## src/rtl/pmi_defines.svh

```systemverilog
// Purpose: shared offsets, field positions, reset values and timing counts of the phy-mac interface control
// Assumes: 32-bit apb data, one aligned word per register
// Notes: definitions only
`ifndef PMI_DEFINES_SVH
`define PMI_DEFINES_SVH

// power-state select codes
`define PMI_PS_P0 2'h0
`define PMI_PS_P0S 2'h1
`define PMI_PS_P1 2'h2
`define PMI_PS_P2 2'h3

// status codes on the status output
`define PMI_ST_OK 3'h0
`define PMI_ST_NO_RX 3'h1
`define PMI_ST_RX_FOUND 3'h3

// register byte offsets
`define PMI_OFS_CTRL 12'h000
`define PMI_OFS_STAT 12'h004

// control register fields
`define PMI_CTRL_GEN2 0
`define PMI_CTRL_MARGIN_LO 1
`define PMI_CTRL_MARGIN_HI 3
`define PMI_CTRL_DEEMPH6 4
`define PMI_CTRL_RESET 32'h0000_0000

// status register fields
`define PMI_STAT_PS_LO 0
`define PMI_STAT_PS_HI 1
`define PMI_STAT_IDLE 2
`define PMI_STAT_DET_BUSY 3
`define PMI_STAT_RX_FOUND 4
`define PMI_STAT_GEN2 5

// minimum electrical idle residency
`define PMI_IDLE_MIN_NS 20
`define PMI_CLK_PERIOD_PS 4000
`define PMI_IDLE_MIN_CYC ((`PMI_IDLE_MIN_NS * 1000 + `PMI_CLK_PERIOD_PS - 1) / `PMI_CLK_PERIOD_PS)

`endif

```

## src/rtl/pmi_pkg.sv

```systemverilog
// Purpose: types of the phy-mac interface control
// Assumes: 16-bit parallel transmit path at most
// Notes: constants live in pmi_defines.svh
package pmi_pkg;

    // receiver detect sequencer, one-hot
    typedef enum logic [3:0] {
        DET_IDLE = 4'b0001,
        DET_START = 4'b0010,
        DET_WAIT = 4'b0100,
        DET_REPORT = 4'b1000
    } pmi_det_state_t;

    // parallel transmit word handed to the encoder
    typedef struct packed {
        logic [15:0] data;
        logic [1:0] is_k;
        logic force_neg;
    } pmi_tx_word_t;

    // gen2-only transmitter controls
    typedef struct packed {
        logic gen2;
        logic [2:0] margin;
        logic deemph_6db;
    } pmi_gen2_ctl_t;

endpackage

```

## src/rtl/pmi_ctrl.sv

```systemverilog
// Purpose: per-channel phy-mac interface control with apb control and status registers
// Assumes: analog detect circuitry runs on its own clock and holds its result levels until the next start
// Notes: apb answers in the access cycle; unmapped addresses answer pslverr
`timescale 1ns/1ps
`include "pmi_defines.svh"
module pmi_ctrl #(
    parameter bit GEN2_CAPABLE = 1'b1,
    parameter int IDLE_MIN_CYC = `PMI_IDLE_MIN_CYC
) (
    // clock and reset
    input wire logic clock,
    input wire logic rst,
    // apb slave
    input wire logic psel,
    input wire logic penable,
    input wire logic pwrite,
    input wire logic [11:0] paddr,
    input wire logic [31:0] pwdata,
    input wire logic [3:0] pstrb,
    output logic [31:0] prdata,
    output logic pready,
    output logic pslverr,
    // mac side controls
    input wire logic [1:0] power_sel,
    input wire logic force_idle,
    input wire logic detect_loopback,
    input wire logic force_disp,
    input wire logic [15:0] tx_data,
    input wire logic [1:0] tx_is_k,
    // mac side completion
    output logic done,
    output logic [2:0] status,
    // transmitter buffer and encoder side
    output pmi_pkg::pmi_tx_word_t tx_word,
    output logic tx_elec_idle,
    output logic tx_buf_pwrdn,
    output logic tx_beacon,
    output logic loopback_en,
    output pmi_pkg::pmi_gen2_ctl_t gen2_ctl,
    // analog receiver detect circuitry
    output logic det_start,
    input wire logic det_complete,
    input wire logic det_present
);

    // ---------------- apb slave ----------------
    logic [31:0] ctrl_reg;
    logic [31:0] ctrl_next;
    logic acc;
    logic hit_ctrl;
    logic hit_stat;
    logic wr_ctrl;
    logic [31:0] strb_mask;
    logic [31:0] stat_word;

    // byte lanes expanded to a bit mask
    function automatic logic [31:0] pmi_lane_mask(input logic [3:0] s);
        pmi_lane_mask = {{8{s[3]}}, {8{s[2]}}, {8{s[1]}}, {8{s[0]}}};
    endfunction

    // decode; no wait states, so pready is simply high
    assign acc = psel & penable;
    assign hit_ctrl = (paddr == `PMI_OFS_CTRL);
    assign hit_stat = (paddr == `PMI_OFS_STAT);
    assign wr_ctrl = acc & pwrite & hit_ctrl;
    assign strb_mask = pmi_lane_mask(pstrb);
    assign ctrl_next = (ctrl_reg & ~strb_mask) | (pwdata & strb_mask);
    assign pready = 1'b1;
    assign pslverr = acc & ~(hit_ctrl | hit_stat);
    assign prdata = (psel & ~pwrite & hit_ctrl) ? ctrl_reg : (psel & ~pwrite & hit_stat) ? stat_word : 32'h0000_0000;

    // control register write
    always_ff @(posedge clock or posedge rst) begin
        if (rst) begin
            ctrl_reg <= `PMI_CTRL_RESET;
        end else if (wr_ctrl) begin
            ctrl_reg <= ctrl_next;
        end
    end

    // gen2 features vanish at gen1 so margin and de-emphasis never leak into a gen1 link
    pmi_pkg::pmi_gen2_ctl_t gen2_next;
    logic gen2_on;
    assign gen2_on = GEN2_CAPABLE & ctrl_reg[`PMI_CTRL_GEN2];
    assign gen2_next.gen2 = gen2_on;
    assign gen2_next.margin = gen2_on ? ctrl_reg[`PMI_CTRL_MARGIN_HI:`PMI_CTRL_MARGIN_LO] : 3'h0;
    assign gen2_next.deemph_6db = gen2_on & ctrl_reg[`PMI_CTRL_DEEMPH6];

    // ---------------- analog detect result crossing ----------------
    logic [1:0] det_sync;
    pmi_sync3 #(
        .WIDTH(2)
    ) u_det_sync (
        .clock(clock),
        .rst(rst),
        .async_in({det_present, det_complete}),
        .sync_out(det_sync)
    );

    logic det_cmpl_s;
    logic det_pres_s;
    logic det_cmpl_d_reg;
    logic det_cmpl_rise;
    assign det_cmpl_s = det_sync[0];
    assign det_pres_s = det_sync[1];
    assign det_cmpl_rise = det_cmpl_s & ~det_cmpl_d_reg;

    // ---------------- power state and request edges ----------------
    logic [1:0] ps_reg;
    logic ps_valid_reg;
    logic dl_d_reg;
    logic ps_change;
    logic in_p0;
    logic in_p0s;
    logic in_p1;
    logic in_p2;
    logic det_req;

    assign in_p0 = (power_sel == `PMI_PS_P0);
    assign in_p0s = (power_sel == `PMI_PS_P0S);
    assign in_p1 = (power_sel == `PMI_PS_P1);
    assign in_p2 = (power_sel == `PMI_PS_P2);
    // a change of select is a transition; the first value after reset is not
    assign ps_change = ps_valid_reg & (power_sel != ps_reg);
    // only a rising request in P1 starts detection; in P0 the input means loopback
    assign det_req = detect_loopback & ~dl_d_reg & in_p1;

    // ---------------- receiver detect sequencer ----------------
    pmi_pkg::pmi_det_state_t det_state_reg;
    pmi_pkg::pmi_det_state_t det_state_next;
    logic rx_found_reg;

    // start pulse, then wait for the analog result, then report it
    always_comb begin
        det_state_next = det_state_reg;
        case (det_state_reg)
            pmi_pkg::DET_IDLE: begin
                if (det_req) begin
                    det_state_next = pmi_pkg::DET_START;
                end
            end
            pmi_pkg::DET_START: begin
                det_state_next = pmi_pkg::DET_WAIT;
            end
            pmi_pkg::DET_WAIT: begin
                if (det_cmpl_rise) begin
                    det_state_next = pmi_pkg::DET_REPORT;
                end
            end
            pmi_pkg::DET_REPORT: begin
                det_state_next = pmi_pkg::DET_IDLE;
            end
            default: begin
                det_state_next = pmi_pkg::DET_IDLE;
            end
        endcase
    end

    // ---------------- transmitter state ----------------
    logic idle_req;
    logic idle_hold;
    // P0s and P1 always idle; P2 idles only under force_idle and otherwise releases idle for a beacon
    assign idle_req = force_idle | in_p0s | in_p1 | (in_p2 & force_idle);

    pmi_idle_hold #(
        .MIN_CYC(IDLE_MIN_CYC)
    ) u_idle_hold (
        .clock(clock),
        .rst(rst),
        .idle_req(idle_req),
        .idle_out(idle_hold)
    );

    logic done_next;
    logic [2:0] status_next;
    // a detect report owns the status code; a transition alone reports ok
    assign done_next = (det_state_reg == pmi_pkg::DET_REPORT) | ps_change;
    assign status_next = (det_state_reg == pmi_pkg::DET_REPORT) ?
        (rx_found_reg ? `PMI_ST_RX_FOUND : `PMI_ST_NO_RX) : `PMI_ST_OK;

    pmi_pkg::pmi_tx_word_t tx_word_next;
    assign tx_word_next.data = tx_data;
    assign tx_word_next.is_k = tx_is_k;
    assign tx_word_next.force_neg = force_disp;

    // status word for software
    assign stat_word = {26'h0, tx_word.force_neg & 1'b0 | gen2_ctl.gen2, rx_found_reg,
        (det_state_reg != pmi_pkg::DET_IDLE), tx_elec_idle, ps_reg};

    // sequencer, edge history and power state
    always_ff @(posedge clock or posedge rst) begin
        if (rst) begin
            det_state_reg <= pmi_pkg::DET_IDLE;
            rx_found_reg <= 1'b0;
            det_cmpl_d_reg <= 1'b0;
            dl_d_reg <= 1'b0;
            ps_reg <= `PMI_PS_P0;
            ps_valid_reg <= 1'b0;
        end else begin
            det_state_reg <= det_state_next;
            if ((det_state_reg == pmi_pkg::DET_WAIT) && det_cmpl_rise) begin
                rx_found_reg <= det_pres_s;
            end
            det_cmpl_d_reg <= det_cmpl_s;
            dl_d_reg <= detect_loopback;
            ps_reg <= power_sel;
            ps_valid_reg <= 1'b1;
        end
    end

    // registered outputs; data, force flag and idle stay aligned by one cycle
    always_ff @(posedge clock or posedge rst) begin
        if (rst) begin
            done <= 1'b0;
            status <= `PMI_ST_OK;
            det_start <= 1'b0;
            tx_word <= '0;
            tx_elec_idle <= 1'b1;
            tx_buf_pwrdn <= 1'b0;
            tx_beacon <= 1'b0;
            loopback_en <= 1'b0;
            gen2_ctl <= '0;
        end else begin
            done <= done_next;
            status <= status_next;
            det_start <= (det_state_next == pmi_pkg::DET_START);
            tx_word <= tx_word_next;
            tx_elec_idle <= idle_hold;
            tx_buf_pwrdn <= in_p1;
            tx_beacon <= in_p2 & ~force_idle & ~idle_hold;
            loopback_en <= in_p0 & detect_loopback;
            gen2_ctl <= gen2_next;
        end
    end

endmodule // pmi_ctrl

```

## src/rtl/pmi_idle_hold.sv

```systemverilog
// Purpose: stretches an electrical idle request to a minimum residency
// Assumes: idle_req is synchronous to clock
// Notes: idle_out is combinational on idle_req; the caller registers it
`timescale 1ns/1ps
`include "pmi_defines.svh"
module pmi_idle_hold #(
    parameter int MIN_CYC = `PMI_IDLE_MIN_CYC
) (
    // clock and reset
    input wire logic clock,
    input wire logic rst,
    // request and stretched result
    input wire logic idle_req,
    output logic idle_out
);

    localparam int CW = $clog2(MIN_CYC + 1);
    localparam logic [CW-1:0] MIN_C = CW'(MIN_CYC);

    logic [CW-1:0] cnt_reg;
    logic [CW-1:0] cnt_next;
    logic holding;

    // once idle has begun it is kept until MIN_CYC idle cycles have passed
    assign holding = (cnt_reg != '0) && (cnt_reg < MIN_C);
    assign idle_out = idle_req | holding;
    assign cnt_next = !idle_out ? '0 : (cnt_reg < MIN_C) ? cnt_reg + CW'(1) : cnt_reg;

    // residency counter
    always_ff @(posedge clock or posedge rst) begin
        if (rst) begin
            cnt_reg <= '0;
        end else begin
            cnt_reg <= cnt_next;
        end
    end

endmodule // pmi_idle_hold

```

## src/rtl/pmi_sync3.sv

```systemverilog
// Purpose: three-stage synchroniser with agreement filter
// Assumes: inputs are levels from outside the clock domain
// Notes: the first stage is read only by the second
`timescale 1ns/1ps
module pmi_sync3 #(
    parameter int WIDTH = 1
) (
    // clock and reset
    input wire logic clock,
    input wire logic rst,
    // async side
    input wire logic [WIDTH-1:0] async_in,
    // synchronous side
    output logic [WIDTH-1:0] sync_out
);

    logic [WIDTH-1:0] s1_reg;
    logic [WIDTH-1:0] s2_reg;
    logic [WIDTH-1:0] s3_reg;
    logic [WIDTH-1:0] out_reg;
    logic [WIDTH-1:0] agree;

    // a bit changes only once stages two and three agree
    assign agree = ~(s2_reg ^ s3_reg);

    // shift chain and filtered output
    always_ff @(posedge clock or posedge rst) begin
        if (rst) begin
            s1_reg <= '0;
            s2_reg <= '0;
            s3_reg <= '0;
            out_reg <= '0;
        end else begin
            s1_reg <= async_in;
            s2_reg <= s1_reg;
            s3_reg <= s2_reg;
            out_reg <= (agree & s3_reg) | (~agree & out_reg);
        end
    end

    assign sync_out = out_reg;

endmodule // pmi_sync3

```

## config.mk

```make
export PLATFORM = sky130hd
export DESIGN_NAME = pmi_ctrl
export DESIGN_NICKNAME = d
export VERILOG_FILES = /design/src/rtl/pmi_pkg.sv /design/src/rtl/pmi_ctrl.sv /design/src/rtl/pmi_idle_hold.sv /design/src/rtl/pmi_sync3.sv
export VERILOG_INCLUDE_DIRS = /design/src /design/src/rtl
export SDC_FILE = /design/constraint.sdc
export NUM_CORES = 1
export LEC_CHECK = 0
export BUFFER_PORTS_ARGS = -buffer_cell sky130_fd_sc_hd__buf_2
export CORE_ASPECT_RATIO = 1.75
export CORE_MARGIN = 2
export CORE_UTILIZATION = 30
export DETAILED_ROUTE_END_ITERATION = 16
export PLACE_DENSITY = 0.5
export REMOVE_ABC_BUFFERS = 1
export SKIP_CTS_REPAIR_TIMING = 1
export SYNTH_ARGS = -nofsm -noshare
export SYNTH_HDL_FRONTEND = slang
export SYNTH_SLANG_ARGS = --single-unit
```

## constraint.sdc

```tcl
create_clock -name clock -period 2.96 [get_ports clock]
set_clock_uncertainty 0.05 [all_clocks]
set_input_delay 0.444 -clock clock [delete_from_list [all_inputs] [get_ports clock]]
set_output_delay 0.444 -clock clock [all_outputs]
set_load 0.02 [all_outputs]
```

==> reports/qor.csv <==
metric,value,unit
post-layout minimum cycle time,2.77,ns
number of register bits inferred by synthesis,85,
share of the synthesized area in the top cell type,0.595,
quantity of I/O buffers inserted on ports,142,
antenna violations before repair,0,
Net Switching,0.681,mW
worst r2r src,u_idle_hold.cnt_reg[0],
# H-tree levels,3,
Residual DRC,0,
Leak,2.36,nW
critical path required time,2.47,ns
number of global-route vias before repair,2522,
kind of launch point of the worst setup path,input pin,
setup violation total in the final timing report,0,
count of unique library cells instantiated by Yosys,36,
Max Slew Vio Count,0,
worst-case vdd ir drop,0.000326,V
residual antenna-violating net count after detailed routing,0,
number of non-filler instances in the completed layout,522,
length in cells of the worst reg-to-reg path,5,
signed area change from the synthesized netlist to the final layout,33.7,%
Clock Power Share,0.432,
share of post-route cells with drive strength above 1,0.610,
largest net degree at the start of global routing,50,
worst slew margin relative to its limit,0.342,
Worst Hold Margin,0.129,ns
die boundary height,147,µm
"Seq/Total Area, Yosys",0.610,
Die Outline Area,12600,µm²
Least-Margin Pin Slew,0.962,ns
clock slew seen by the registers of the worst setup and hold paths,0.07,ns
relative contribution of combinational cells to total power,0.100,
wire length of the first global-routing pass,12500,µm
hold violation total from the final report,0,
run status,finished clean,
drt pass-1 iters,4,
"Cell Chain, Critical Path","buf_2, or4_4, or4_4, buf_4, nor3b_2, buf_2",
# clock sinks,85,
Yosys warning total,0,
CP arrival,2.28,ns
total global-route track usage,0.131,
count of buffer and inverter cells on the critical path,3,
RSZ-0062 raised after global routing,no,
synthesized area per cell,14.9,µm²
routed wirelength normalized by instance count,15.1,µm
"setup slack, reg-to-reg",1.04,ns
NumNets Final,462,
clock insertion delay at the later pin of the skew report,0.33,ns
Cell Rows,52,
Synth area leader,sky130_fd_sc_hd__dfrtp_1,
CTS root buf,sky130_fd_sc_hd__clkbuf_16,
I/O pin count,145,
maximum root-to-sink buffer count,2,
total via count after detailed routing,2382,
top fanout value on the critical path,10,
overflow left after global routing,0,
Final GP Congestion,0.769,
Core ar.,11500,µm²
Cell Int Power,2.00,mW
f_max,0.361,GHz
# diodes,0,
CTS buffer count,9,
max-capacitance violation count,0,
Final period util,0.936,
"wirelength, routed",7880,µm
synthesized instance count,234,
switching fraction of total power,0.254,
placed cell area,4360,µm²
placed cell count,506,
Design Power,2.68,mW
critical path's largest stage delay,0.62,ns
final design instance area without fill,4670,µm²
total power divided by cell area,575,nW/µm²
combined area of all synthesized cells,3490,µm²
FF-to-FF End,u_idle_hold.cnt_reg[2],
worst setup path category,input pin to output pin,
worst hold-check path type,input pin to asynchronous set/reset pin,
final setup TNS,0,ns
number of violations reported at the end of detailed-routing iteration 0,36,
CP max stage cell,sky130_fd_sc_hd__or4_4,
Starting Density,0.305,
Seq pwr share,0.468,
Critical Path Sink Type,output pin,
via count normalized by instance count,4.56,
horizontal extent of the die,85.6,µm
TritonCTS clock tree,done,
Detailed Place HPWL,5890,µm
dominant delay contributor by cell family on the critical path,simple AND/OR/NAND/NOR gates,
largest cells by area after synthesis,"sky130_fd_sc_hd__dfrtp_1 59%, sky130_fd_sc_hd__mux2_2 11%, sky130_fd_sc_hd__nor3b_2 8.6%, sky130_fd_sc_hd__nor4_4 2.4%, sky130_fd_sc_hd__mux2i_1 1.7%",
synth_stat cells:
library cell                 n
sky130_fd_sc_hd__dfrtp_1    83
sky130_fd_sc_hd__mux2_2     33
sky130_fd_sc_hd__nor3b_2    24
sky130_fd_sc_hd__nor2_1     11
sky130_fd_sc_hd__nand2b_1    7
sky130_fd_sc_hd__mux2i_1     6
sky130_fd_sc_hd__nand2_1     6
sky130_fd_sc_hd__and2_1      5
sky130_fd_sc_hd__clkbuf_1    5
sky130_fd_sc_hd__or4b_2      5
sky130_fd_sc_hd__buf_6       4
sky130_fd_sc_hd__inv_1       4
sky130_fd_sc_hd__nor4_4      4
sky130_fd_sc_hd__a21oi_1     3
sky130_fd_sc_hd__nor4b_1     3
sky130_fd_sc_hd__xor2_1      3
sky130_fd_sc_hd__a2111oi_0   2
sky130_fd_sc_hd__buf_4       2
sky130_fd_sc_hd__conb_1      2
sky130_fd_sc_hd__dfstp_2     2
sky130_fd_sc_hd__ha_1        2
sky130_fd_sc_hd__maj3_1      2
sky130_fd_sc_hd__nor3b_1     2
sky130_fd_sc_hd__or4_4       2
sky130_fd_sc_hd__a21boi_0    1
sky130_fd_sc_hd__and3_1      1
sky130_fd_sc_hd__buf_2       1
sky130_fd_sc_hd__buf_8       1
sky130_fd_sc_hd__nand4b_1    1
sky130_fd_sc_hd__nor2b_1     1
sky130_fd_sc_hd__nor3_1      1
sky130_fd_sc_hd__nor4_1      1
sky130_fd_sc_hd__o21ai_0     1
sky130_fd_sc_hd__o311a_1     1
sky130_fd_sc_hd__or3_1       1
sky130_fd_sc_hd__or4_1       1
cell type report:
type                       instances  area, µm²
timing repair buffer             149        788
inverter                           4       16.3
clock inverter                     7       90.1
clock buffer                       9        225
tap                              135        169
multi-input combinational        133       1250
fill                            1112       6780
sequential                        85       2130
cells in the final DEF, fill, tap and decap left out, types with 2 or more instances in the layout:
cell type	Yosys	routed
sky130_fd_sc_hd__dfrtp_1	83	83
sky130_fd_sc_hd__nand2_1	6	6
sky130_fd_sc_hd__nand2b_1	7	7
sky130_fd_sc_hd__and2_1	5	5
sky130_fd_sc_hd__a21oi_1	3	3
sky130_fd_sc_hd__dfstp_2	2	2
sky130_fd_sc_hd__mux2i_1	6	6
sky130_fd_sc_hd__a2111oi_0	2	2
sky130_fd_sc_hd__clkbuf_16	0	9
sky130_fd_sc_hd__conb_1	2	3
sky130_fd_sc_hd__buf_4	2	5
sky130_fd_sc_hd__or4_4	2	2
sky130_fd_sc_hd__nor4_4	4	4
sky130_fd_sc_hd__nor4b_1	3	3
sky130_fd_sc_hd__inv_1	4	3
sky130_fd_sc_hd__xor2_1	3	3
sky130_fd_sc_hd__nor3b_2	24	24
sky130_fd_sc_hd__maj3_1	2	2
sky130_fd_sc_hd__buf_2	1	142
sky130_fd_sc_hd__nor3b_1	2	2
sky130_fd_sc_hd__ha_1	2	2
sky130_fd_sc_hd__or4b_2	5	5
sky130_fd_sc_hd__inv_6	0	4
sky130_fd_sc_hd__mux2_2	33	33
sky130_fd_sc_hd__buf_12	0	2
sky130_fd_sc_hd__nor2_1	11	11
cell families (layout without fill, tap and decap cells):
family	count (synthesis)	count (layout)	synth area share
buffers and inverters	17	169	0.0326
and+or+nand+nor	76	76	0.196
xor gates and xnor gates	3	3	0.00752
DFF	85	85	0.610
adders and majority gates	4	4	0.0129
muxes	39	39	0.124
AOI/OAI and AO/OA	8	8	0.0158
other	2	3	0.00215
worst max path at each step:
stage / startpoint / depth (start not counted) / endpoint
after global placement: paddr[9] / 6 / prdata[24]
after global routing: paddr[5] / 6 / prdata[13]
final: paddr[9] / 6 / prdata[12]
after floorplan: paddr[5] / 3 / prdata[31]
after CTS: paddr[9] / 6 / prdata[12]
after detailed placement: paddr[9] / 6 / prdata[12]
worst register-to-register path, stage by stage, from the launching register on:
cell	delay, ns
sky130_fd_sc_hd__dfrtp_1	0.41
sky130_fd_sc_hd__inv_1	0.09
sky130_fd_sc_hd__ha_1	0.15
sky130_fd_sc_hd__nor2_1	0.05
sky130_fd_sc_hd__a2111oi_0	0.85
sky130_fd_sc_hd__nor3_1	0.15
power groups by stage:
stage / clock network [mW] / registers, mW / logic [mW]
after CTS: 1.20 / 1.26 / 0.273
after detailed placement: 0 / 1.28 / 0.271
after floorplan: 0 / 1.30 / 0.118
final: 1.16 / 1.26 / 0.268
after global placement: 0 / 1.27 / 0.256
after global routing: 1.24 / 1.26 / 0.312
per-stage QoR:
step	setup slack, ns	utilization
floorplan	-0.0672	-
global placement	0.200	0.380
detailed placement	0.181	0.380
CTS	0.180	0.408
global route	0.110	0.408
finish	0.189	0.408
layer usage:
metal  wire length, µm  vias up  global-route usage
li1                  -     1113                   -
met1              2960     1176               0.146
met2              4270       82               0.230
met4               195        0              0.0579
met3               452       11              0.0343
met5                 0        -                   0
(Power assumes the default switching activity.)
